===== config.mk =====
export PLATFORM = sky130hd
export DESIGN_NAME = etr_regs
export DESIGN_NICKNAME = d
export VERILOG_FILES = /design/src/hw/etr_pkg.sv /design/src/hw/etr_flags.sv /design/src/hw/etr_regs.sv /design/src/hw/etr_sync.sv
export SDC_FILE = /design/constraint.sdc
export NUM_CORES = 1
export LEC_CHECK = 0
export BUFFER_PORTS_ARGS = -buffer_cell sky130_fd_sc_hd__buf_2
export CAP_MARGIN = 25
export CORE_UTILIZATION = 45
export DETAILED_ROUTE_END_ITERATION = 10
export GPL_TIMING_DRIVEN = 0
export MAX_ROUTING_LAYER = met4
export PLACE_DENSITY = 0.69
export SYNTH_ARGS = -nofsm -noshare
export SYNTH_HDL_FRONTEND = slang
export SYNTH_SLANG_ARGS = --single-unit

===== constraint.sdc =====
create_clock -name core_clk -period 3.8 [get_ports core_clk]
set_input_delay 0.57 -clock core_clk [delete_from_list [all_inputs] [get_ports core_clk]]
set_output_delay 0.57 -clock core_clk [all_outputs]
set_load 0.02 [all_outputs]

===== src/hw/etr_pkg.sv =====
// Register map, field layout and reset values of the boost table and event block.
// Assumes an 8-bit register address space on the management port.
`default_nettype none
package etr_pkg;
    localparam int unsigned ADDR_W = 8;
    localparam int unsigned DATA_W = 8;
    localparam int unsigned NUM_ENTRIES = 4;
    localparam int unsigned NUM_STAGES = 4;
    localparam int unsigned STAGE_W = 2;
    localparam int unsigned NUM_FLAGS = 8;

    // Offsets
    localparam logic [7:0] OFS_ENTRY_12 = 8'h4C;
    localparam logic [7:0] OFS_ENTRY_13 = 8'h4D;
    localparam logic [7:0] OFS_ENTRY_14 = 8'h4E;
    localparam logic [7:0] OFS_ENTRY_15 = 8'h4F;
    localparam logic [7:0] OFS_RSVD_A = 8'h50;
    localparam logic [7:0] OFS_RSVD_B = 8'h51;
    localparam logic [7:0] OFS_READBACK = 8'h52;
    localparam logic [7:0] OFS_RSVD_C = 8'h53;
    localparam logic [7:0] OFS_EVENT_FLAGS = 8'h54;
    localparam logic [7:0] OFS_RSVD_D = 8'h55;
    localparam logic [7:0] OFS_EVENT_ENABLES = 8'h56;

    // Reset values
    localparam logic [7:0] RST_ENTRY_12 = 8'h99;
    localparam logic [7:0] RST_ENTRY_13 = 8'hA5;
    localparam logic [7:0] RST_ENTRY_14 = 8'hE6;
    localparam logic [7:0] RST_ENTRY_15 = 8'hF9;
    localparam logic [7:0] RST_RSVD = 8'h00;
    localparam logic [7:0] RST_RSVD_D = 8'h02;
    localparam logic [7:0] RST_READBACK = 8'h00;
    localparam logic [7:0] RST_FLAGS = 8'h00;
    localparam logic [7:0] RST_ENABLES = 8'h00;

    // Stage field low bit positions inside an entry
    localparam int unsigned STAGE0_LSB = 6;
    localparam int unsigned STAGE1_LSB = 4;
    localparam int unsigned STAGE2_LSB = 2;
    localparam int unsigned STAGE3_LSB = 0;

    // Event flag and enable bit positions
    localparam int unsigned BIT_SEL_CARRIER = 7;
    localparam int unsigned BIT_LOCK_FOUND = 6;
    localparam int unsigned BIT_IN1_FOUND = 5;
    localparam int unsigned BIT_IN0_FOUND = 4;
    localparam int unsigned BIT_EYE_REACHED = 3;
    localparam int unsigned BIT_LOCK_LOST = 2;
    localparam int unsigned BIT_IN1_LOST = 1;
    localparam int unsigned BIT_IN0_LOST = 0;
    localparam logic [7:0] ENABLES_MASK = 8'h7F;
endpackage : etr_pkg
`default_nettype wire


===== src/hw/etr_flags.sv =====
// Sticky event flags, cleared by a clear pulse except those set again in the same cycle.
// Assumes set and clear come from logic on the same clock.
`timescale 1ns/10ps
`default_nettype none
module etr_flags #(
    parameter int unsigned WIDTH = 8
) (
    input wire logic core_clk,
    input wire logic sys_rst,
    input wire logic [WIDTH-1:0] set_in,
    input wire logic clear_all,
    output logic [WIDTH-1:0] flags
);
    typedef struct packed {
        logic [WIDTH-1:0] flag;
    } etr_flags_state_t;

    etr_flags_state_t state_reg;
    etr_flags_state_t state_next;

    always_comb
    begin
        state_next = state_reg;
        // Set wins over a clear in the same cycle
        for (int i = 0; i < WIDTH; i++)
        begin
            state_next.flag[i] = set_in[i] | (state_reg.flag[i] & ~clear_all);
        end
    end

    always_ff @(posedge core_clk)
    begin
        if (sys_rst)
        begin
            state_reg <= '0;
        end
        else
        begin
            state_reg <= state_next;
        end
    end

    assign flags = state_reg.flag;
endmodule // etr_flags
`default_nettype wire


===== src/hw/etr_regs.sv =====
// Boost table entries 12..15, adapted boost readback and event flag registers.
// Assumes a host command port on core_clk and pin-level status inputs.
`timescale 1ns/10ps
`default_nettype none
// Overview of operation
// - Entry packs four 2-bit stage controls
// - Entries 12,13 writable, reset 0x99, 0xA5
// - Entries 14,15 writable, reset 0xE6, 0xF9
// - Read-only adapted boost readback, resets zero
// - Reading status register clears every flag not set again in the read cycle
// - Bit 7 set while selected input carrier present
// - Bit 6 set on lock achieved
// - Bits 5,4 set on carrier found
// - Bit 3 set on eye threshold reached
// - Bit 2 set on lock loss
// - Bits 1,0 set on carrier loss
// - Enable bit 6 gates lock achieved
// - Enable bit 5 gates input1 found
// - Enable bits 4..0 gate remaining events
module etr_regs (
    input wire logic core_clk,
    input wire logic sys_rst,
    input wire logic [7:0] reg_addr,
    input wire logic reg_wr_en,
    input wire logic [7:0] reg_wr_data,
    input wire logic reg_rd_en,
    output logic [7:0] reg_rd_data,
    output logic reg_rd_valid,
    input wire logic cdr_locked,
    input wire logic first_input_carrier,
    input wire logic second_input_carrier,
    input wire logic second_input_selected,
    input wire logic eye_threshold_reached,
    input wire logic [7:0] adapted_boost_value,
    output logic [7:0] boost_entry_12,
    output logic [7:0] boost_entry_13,
    output logic [7:0] boost_entry_14,
    output logic [7:0] boost_entry_15
);
    localparam int unsigned PIN_W = 5;

    typedef struct packed {
        logic [etr_pkg::NUM_ENTRIES-1:0][7:0] entry;
        logic [7:0] enables;
        logic [7:0] readback;
        logic [3:0] prev_level;
        logic [7:0] rd_data;
        logic rd_valid;
    } etr_regs_state_t;

    etr_regs_state_t state_reg;
    etr_regs_state_t state_next;

    logic [PIN_W-1:0] pins_sync;
    logic [7:0] boost_sync;
    logic [7:0] flag_set;
    logic [7:0] flags;
    logic flag_clear;
    logic lock_s;
    logic c0_s;
    logic c1_s;
    logic sel_s;
    logic eye_s;
    logic [3:0] level_now;
    logic [7:0] event_raw;
    logic [7:0] wr_stage_data [etr_pkg::NUM_ENTRIES];
    logic [etr_pkg::NUM_ENTRIES-1:0] entry_hit;

    etr_sync #(
        .WIDTH(PIN_W)
    ) u_pin_sync (
        .core_clk(core_clk),
        .sys_rst(sys_rst),
        .async_in({cdr_locked, first_input_carrier, second_input_carrier,
            second_input_selected, eye_threshold_reached}),
        .sync_out(pins_sync)
    );

    etr_sync #(
        .WIDTH(8)
    ) u_boost_sync (
        .core_clk(core_clk),
        .sys_rst(sys_rst),
        .async_in(adapted_boost_value),
        .sync_out(boost_sync)
    );

    assign lock_s = pins_sync[4];
    assign c0_s = pins_sync[3];
    assign c1_s = pins_sync[2];
    assign sel_s = pins_sync[1];
    assign eye_s = pins_sync[0];
    assign level_now = {lock_s, c1_s, c0_s, eye_s};

    // Edge events from synchronised levels; bit 7 is the selected carrier level
    always_comb
    begin
        event_raw = '0;
        event_raw[etr_pkg::BIT_SEL_CARRIER] = sel_s ? c1_s : c0_s;
        event_raw[etr_pkg::BIT_LOCK_FOUND] = lock_s & ~state_reg.prev_level[3];
        event_raw[etr_pkg::BIT_IN1_FOUND] = c1_s & ~state_reg.prev_level[2];
        event_raw[etr_pkg::BIT_IN0_FOUND] = c0_s & ~state_reg.prev_level[1];
        event_raw[etr_pkg::BIT_EYE_REACHED] = eye_s & ~state_reg.prev_level[0];
        event_raw[etr_pkg::BIT_LOCK_LOST] = ~lock_s & state_reg.prev_level[3];
        event_raw[etr_pkg::BIT_IN1_LOST] = ~c1_s & state_reg.prev_level[2];
        event_raw[etr_pkg::BIT_IN0_LOST] = ~c0_s & state_reg.prev_level[1];
    end

    // Enable gating; bit 7 has no enable
    always_comb
    begin
        flag_set = event_raw & state_reg.enables;
        flag_set[etr_pkg::BIT_SEL_CARRIER] = event_raw[etr_pkg::BIT_SEL_CARRIER];
    end

    assign flag_clear = reg_rd_en && (reg_addr == etr_pkg::OFS_EVENT_FLAGS);

    etr_flags #(
        .WIDTH(etr_pkg::NUM_FLAGS)
    ) u_flags (
        .core_clk(core_clk),
        .sys_rst(sys_rst),
        .set_in(flag_set),
        .clear_all(flag_clear),
        .flags(flags)
    );

    // Per-entry decode and stage-by-stage field write
    genvar g;
    generate
        for (g = 0; g < etr_pkg::NUM_ENTRIES; g++)
        begin : g_entry
            assign entry_hit[g] = reg_addr == (etr_pkg::OFS_ENTRY_12 + 8'(g));
            always_comb
            begin
                wr_stage_data[g] = '0;
                wr_stage_data[g][etr_pkg::STAGE0_LSB +: 2] =
                    reg_wr_data[etr_pkg::STAGE0_LSB +: 2];
                wr_stage_data[g][etr_pkg::STAGE1_LSB +: 2] =
                    reg_wr_data[etr_pkg::STAGE1_LSB +: 2];
                wr_stage_data[g][etr_pkg::STAGE2_LSB +: 2] =
                    reg_wr_data[etr_pkg::STAGE2_LSB +: 2];
                wr_stage_data[g][etr_pkg::STAGE3_LSB +: 2] =
                    reg_wr_data[etr_pkg::STAGE3_LSB +: 2];
            end
        end
    endgenerate

    always_comb
    begin
        state_next = state_reg;
        state_next.prev_level = level_now;
        state_next.readback = boost_sync;
        for (int i = 0; i < etr_pkg::NUM_ENTRIES; i++)
        begin
            if (reg_wr_en && entry_hit[i])
            begin
                state_next.entry[i] = wr_stage_data[i];
            end
        end
        if (reg_wr_en && reg_addr == etr_pkg::OFS_EVENT_ENABLES)
        begin
            state_next.enables = reg_wr_data & etr_pkg::ENABLES_MASK;
        end
        state_next.rd_valid = reg_rd_en;
        if (reg_rd_en)
        begin
            case (reg_addr)
                etr_pkg::OFS_ENTRY_12: state_next.rd_data = state_reg.entry[0];
                etr_pkg::OFS_ENTRY_13: state_next.rd_data = state_reg.entry[1];
                etr_pkg::OFS_ENTRY_14: state_next.rd_data = state_reg.entry[2];
                etr_pkg::OFS_ENTRY_15: state_next.rd_data = state_reg.entry[3];
                etr_pkg::OFS_READBACK: state_next.rd_data = state_reg.readback;
                etr_pkg::OFS_EVENT_FLAGS: state_next.rd_data = flags;
                etr_pkg::OFS_RSVD_D: state_next.rd_data = etr_pkg::RST_RSVD_D;
                etr_pkg::OFS_EVENT_ENABLES: state_next.rd_data = state_reg.enables;
                default: state_next.rd_data = etr_pkg::RST_RSVD;
            endcase
        end
    end

    always_ff @(posedge core_clk)
    begin
        if (sys_rst)
        begin
            state_reg.entry[0] <= etr_pkg::RST_ENTRY_12;
            state_reg.entry[1] <= etr_pkg::RST_ENTRY_13;
            state_reg.entry[2] <= etr_pkg::RST_ENTRY_14;
            state_reg.entry[3] <= etr_pkg::RST_ENTRY_15;
            state_reg.enables <= etr_pkg::RST_ENABLES;
            state_reg.readback <= etr_pkg::RST_READBACK;
            state_reg.prev_level <= '0;
            state_reg.rd_data <= '0;
            state_reg.rd_valid <= 1'b0;
        end
        else
        begin
            state_reg <= state_next;
        end
    end

    assign reg_rd_data = state_reg.rd_data;
    assign reg_rd_valid = state_reg.rd_valid;
    assign boost_entry_12 = state_reg.entry[0];
    assign boost_entry_13 = state_reg.entry[1];
    assign boost_entry_14 = state_reg.entry[2];
    assign boost_entry_15 = state_reg.entry[3];
endmodule // etr_regs
`default_nettype wire


===== src/hw/etr_sync.sv =====
// Two-stage synchroniser for pin-level inputs.
// Assumes multi-bit inputs change slowly relative to the clock.
`timescale 1ns/10ps
`default_nettype none
module etr_sync #(
    parameter int unsigned WIDTH = 1
) (
    input wire logic core_clk,
    input wire logic sys_rst,
    input wire logic [WIDTH-1:0] async_in,
    output logic [WIDTH-1:0] sync_out
);
    typedef struct packed {
        logic [WIDTH-1:0] meta;
        logic [WIDTH-1:0] stable;
    } etr_sync_state_t;

    etr_sync_state_t state_reg;
    etr_sync_state_t state_next;

    always_comb
    begin
        state_next = state_reg;
        state_next.meta = async_in;
        state_next.stable = state_reg.meta;
    end

    always_ff @(posedge core_clk)
    begin
        if (sys_rst)
        begin
            state_reg <= '0;
        end
        else
        begin
            state_reg <= state_next;
        end
    end

    assign sync_out = state_reg.stable;
endmodule // etr_sync
`default_nettype wire


==> reports/summary.md <==
The initial core utilization is 0.470. Buffers inserted to repair hold after CTS numbered 0. In this run the count of I/O pins placed on the die edge is 74.

The clock passes through at most 2 buffers. After routing the design area is 0.00461 sq mm. For the total die area, the log shows 0.00909 sq mm. Along the worst path, the maximum fanout reaches 10.

The fraction of layout cells with a size suffix above 1 is 0.329, and the number of buffers inserted to repair setup after CTS is 0. The part of the cycle the worst path needs was 0.512. The logs give 0.406 ns for the final hold slack and 2.10 nW for the static leakage.

Total negative setup slack: 0 ns. The run gives 0.514 GHz as the upper clock frequency limit. After synthesis the cells add up to 0.00392 sq mm. For the worst setup path, the data arrival time is 2.19 ns. Max-cap violations in this run came to 0. After floorplanning, the core was divided into 33 placement rows.

The worst-case clock skew is 0.0135 ns. The worst setup path is launched from an input pin. The tree built by TritonCTS fans out to 94 sinks. After filler insertion, the fill cell instance count of the layout stands at 781.

Via count normalized by instance count: 5.02. The number of levels in the clock H-tree is 3, and the fraction of registers with async set or reset after synthesis is 0. The detail-routed net length per standard cell is 14.8 um, and the remaining number of nets flagged by the antenna check after routing is 0. Once the clock tree was built, the resizer swapped 0 gates to a different size. For the total congestion overflow, the log shows 0. The number of global-route vias before repair is 2757, and the pin count of the biggest net entering global routing is 20.

After technology mapping, the gate count stands at 387. The peak ir drop on the vdd network was 0.250 mV. The placed instances occupy a cell area of 0.00441 sq mm. The number of enable flip-flop cells after synthesis is 0, and the die boundary width is 95.4 um. Critical path class: in2reg. The tree is rooted in a sky130_fd_sc_hd__clkbuf_8.

The core area came out at 0.00834 sq mm. In this run the worst hold path is classified as in2reg. First-pass iteration count of the detailed router: 4. STA classifies the critical path endpoint as a flip-flop. On the critical path, the stage with the largest delay is an instance of sky130_fd_sc_hd__nor2b_1.

By area the synthesized netlist is led by sky130_fd_sc_hd__dfxtp_1 (48%), sky130_fd_sc_hd__mux2i_1 (8.2%), sky130_fd_sc_hd__buf_4 (7.7%). Clock-pin slew was measured on the worst setup and hold paths at 0.11 ns. The kind of cell with the highest combined delay along the critical path is simple AND/OR/NAND/NOR gates. The logs give 39 for the post-synthesis cell type count and 0.480 for the fraction of the yosys area taken by sequential cells. Along the worst hold path, the cell count comes to 2. The aggregate global-route resource usage is 0.210.

The repair_antennas step left the layout with diodes totalling 0. Setup repair after global routing left no endpoint under its margin. From bottom edge to top edge, the die measures 95.4 um. At the end of routability-driven placement, the weighted congestion stood at 0.844. For the area occupied by multi-input gates, the log shows 0.00160 sq mm. Number of warnings issued by yosys: 0. The final route contains 2909 vias. Dividing the synthesized area by the synthesized cell count gives 10.1 sq um.

The critical path data required time is 4.04 ns. The number of synthesized register bits is 94, and the number of logic stages on the critical path including buffering is 6. The number of flip-flops under the largest register name was 19; the area fraction of the dominant cell type after synthesis was 0.480. The clock period minus final worst setup slack was 1.95 ns; the final wirelength was 8580 um.

For this block, the initial DRC count from the detailed router was 92. Dividing total power by cell area gives a power density of 385 mW/mm^2. The tools report the first-pass GRT wire length as 13600 um. The count of buffer and inverter cells on the critical path is 2, and the worst-skew pair later-pin latency is 0.36 ns. For the final setup violation count, the log shows 0. The flow ran to the end, and the final reports show no timing, DRC or antenna violations.

The number of cells on the worst reg-to-reg path is 4. On the worst path, the slowest cell contributes a delay of 0.48 ns. Across the whole layout, storage elements account for 0.00188 sq mm. Of all cell types, the one taking the most synthesized area is sky130_fd_sc_hd__dfxtp_1. The final-report hold violation count was 0.

Input and output buffers added on the ports amount to 71. The cell seen most often among critical-path stages is sky130_fd_sc_hd__buf_2. Among all flip-flop cells after synthesis, the most frequent one is sky130_fd_sc_hd__dfxtp_1.

The logs give 6380 um for the detailed placer's ending HPWL and 420 for the synthesized netlist net count. The net count of the finished layout is 502, and the normalized max-slew margin is 0.566. Traced cell by cell, the critical path runs through buf_2 > buf_2 > nor2b_1 > nand4_1 > a32oi_1 > nor2_1.

Compared with the post-synthesis result, the final layout area differs by 17.6%. At the pin with the least slew margin, the transition time is 0.650 ns. Number of antenna violations at the first check in global routing: 0. The number of max-slew violations in the final report is 0, and the number of buffers inserted during clock tree synthesis is 9. In the routed design, unresolved DRC markers number 0. TritonCTS built the clock tree.
per-stage QoR:
stage,util,std cells,power (mW),worst slack (ns)
floorplan,-,387,1.09,1.93
global placement,0.529,563,1.14,1.51
detailed placement,0.529,563,1.14,1.47
CTS,0.553,579,1.79,1.87
global route,0.553,579,1.84,1.73
finish,0.553,579,1.78,1.85
synthesized netlist by cell type, types with 2 or more instances:
cell type,count
sky130_fd_sc_hd__nand4_2,2
sky130_fd_sc_hd__a22o_1,5
sky130_fd_sc_hd__and3_1,2
sky130_fd_sc_hd__inv_1,12
sky130_fd_sc_hd__nor2_1,44
sky130_fd_sc_hd__mux4_2,8
sky130_fd_sc_hd__nand2_1,14
sky130_fd_sc_hd__a22oi_1,6
sky130_fd_sc_hd__nor2b_1,43
sky130_fd_sc_hd__buf_4,40
sky130_fd_sc_hd__buf_2,8
sky130_fd_sc_hd__clkbuf_1,8
sky130_fd_sc_hd__a221oi_1,2
sky130_fd_sc_hd__mux2_2,5
sky130_fd_sc_hd__a32oi_1,4
sky130_fd_sc_hd__a211o_1,11
sky130_fd_sc_hd__nand4_1,3
sky130_fd_sc_hd__a21oi_1,5
sky130_fd_sc_hd__nand2b_1,11
sky130_fd_sc_hd__dfxtp_1,94
sky130_fd_sc_hd__mux2i_1,32
sky130_fd_sc_hd__a211oi_1,2
sky130_fd_sc_hd__o21ai_0,9
sky130_fd_sc_hd__buf_1,2
worst paths after layout:
| kind | start | to | slack [ns] |
|---|---|---|---|
| max | reg_addr[1] | u_flags.flags[6] | 1.85 |
| min | adapted_boost_value[1] | u_boost_sync.state_next[1] | 0.41 |
| max reg2reg | boost_entry_15[7] | reg_rd_data[7] | 2.27 |
| min reg2reg | u_pin_sync.state_next[4] | u_pin_sync.sync_out[4] | 0.44 |
final cells by class:
| cell class | count | area share |
|---|---|---|
| inverters | 12 | 0.00977 |
| flip-flops and latches | 94 | 0.408 |
| multi-input cells | 221 | 0.347 |
| repair buffers | 71 | 0.0770 |
| clock inverters | 7 | 0.0171 |
| plain buffers | 60 | 0.0855 |
| well taps | 105 | 0.0285 |
| clock buffers | 9 | 0.0269 |
power by group:
group | leakage, nW | internal [mW] | switching [mW] | total [mW]
Sequential | 0.765 | 1.00 | 0.00562 | 1.01
Combinational | 1.23 | 0.0463 | 0.0640 | 0.110
Clock | 0.102 | 0.261 | 0.397 | 0.657
Total | 2.10 | 1.31 | 0.466 | 1.78
routing by layer:
layer / share of wire / routed length, um / GRT usage
met5: 0 / 0 / -
met4: 0.0098 / 84 / 0.0783
met3: 0.061 / 525 / 0.0478
met2: 0.47 / 4010 / 0.329
met1: 0.46 / 3960 / 0.264
kinds of logic (layout without fill, tap and decap cells):
group,after synthesis,after routing,share of synthesized area
and+or+nand+nor,130,130,0.181
DFF,94,94,0.480
buffers and inverters,72,159,0.112
AOI/OAI and AO/OA,46,46,0.0852
muxes,45,45,0.142
layout by cell type, fill, tap and decap left out, types with 8 or more instances in the layout:
master	instances
sky130_fd_sc_hd__clkbuf_1	8
sky130_fd_sc_hd__mux4_2	8
sky130_fd_sc_hd__buf_4	40
sky130_fd_sc_hd__mux2i_1	32
sky130_fd_sc_hd__nor2b_1	43
sky130_fd_sc_hd__nand2b_1	11
sky130_fd_sc_hd__clkbuf_8	9
sky130_fd_sc_hd__dfxtp_1	94
sky130_fd_sc_hd__inv_1	12
sky130_fd_sc_hd__o21ai_0	9
sky130_fd_sc_hd__buf_2	79
sky130_fd_sc_hd__nor2_1	44
sky130_fd_sc_hd__nand2_1	14
sky130_fd_sc_hd__a211o_1	11
worst register-to-register path: cells and delay by family, from the launching register on:
kind             cells  cell delay, ns
multiplexers         1            0.47
AO/OA/AOI/OAI        2            0.38
flip-flops           1            0.34
AND/OR/NAND/NOR      1            0.21
Note: power is estimated with default switching activity, not from simulation.
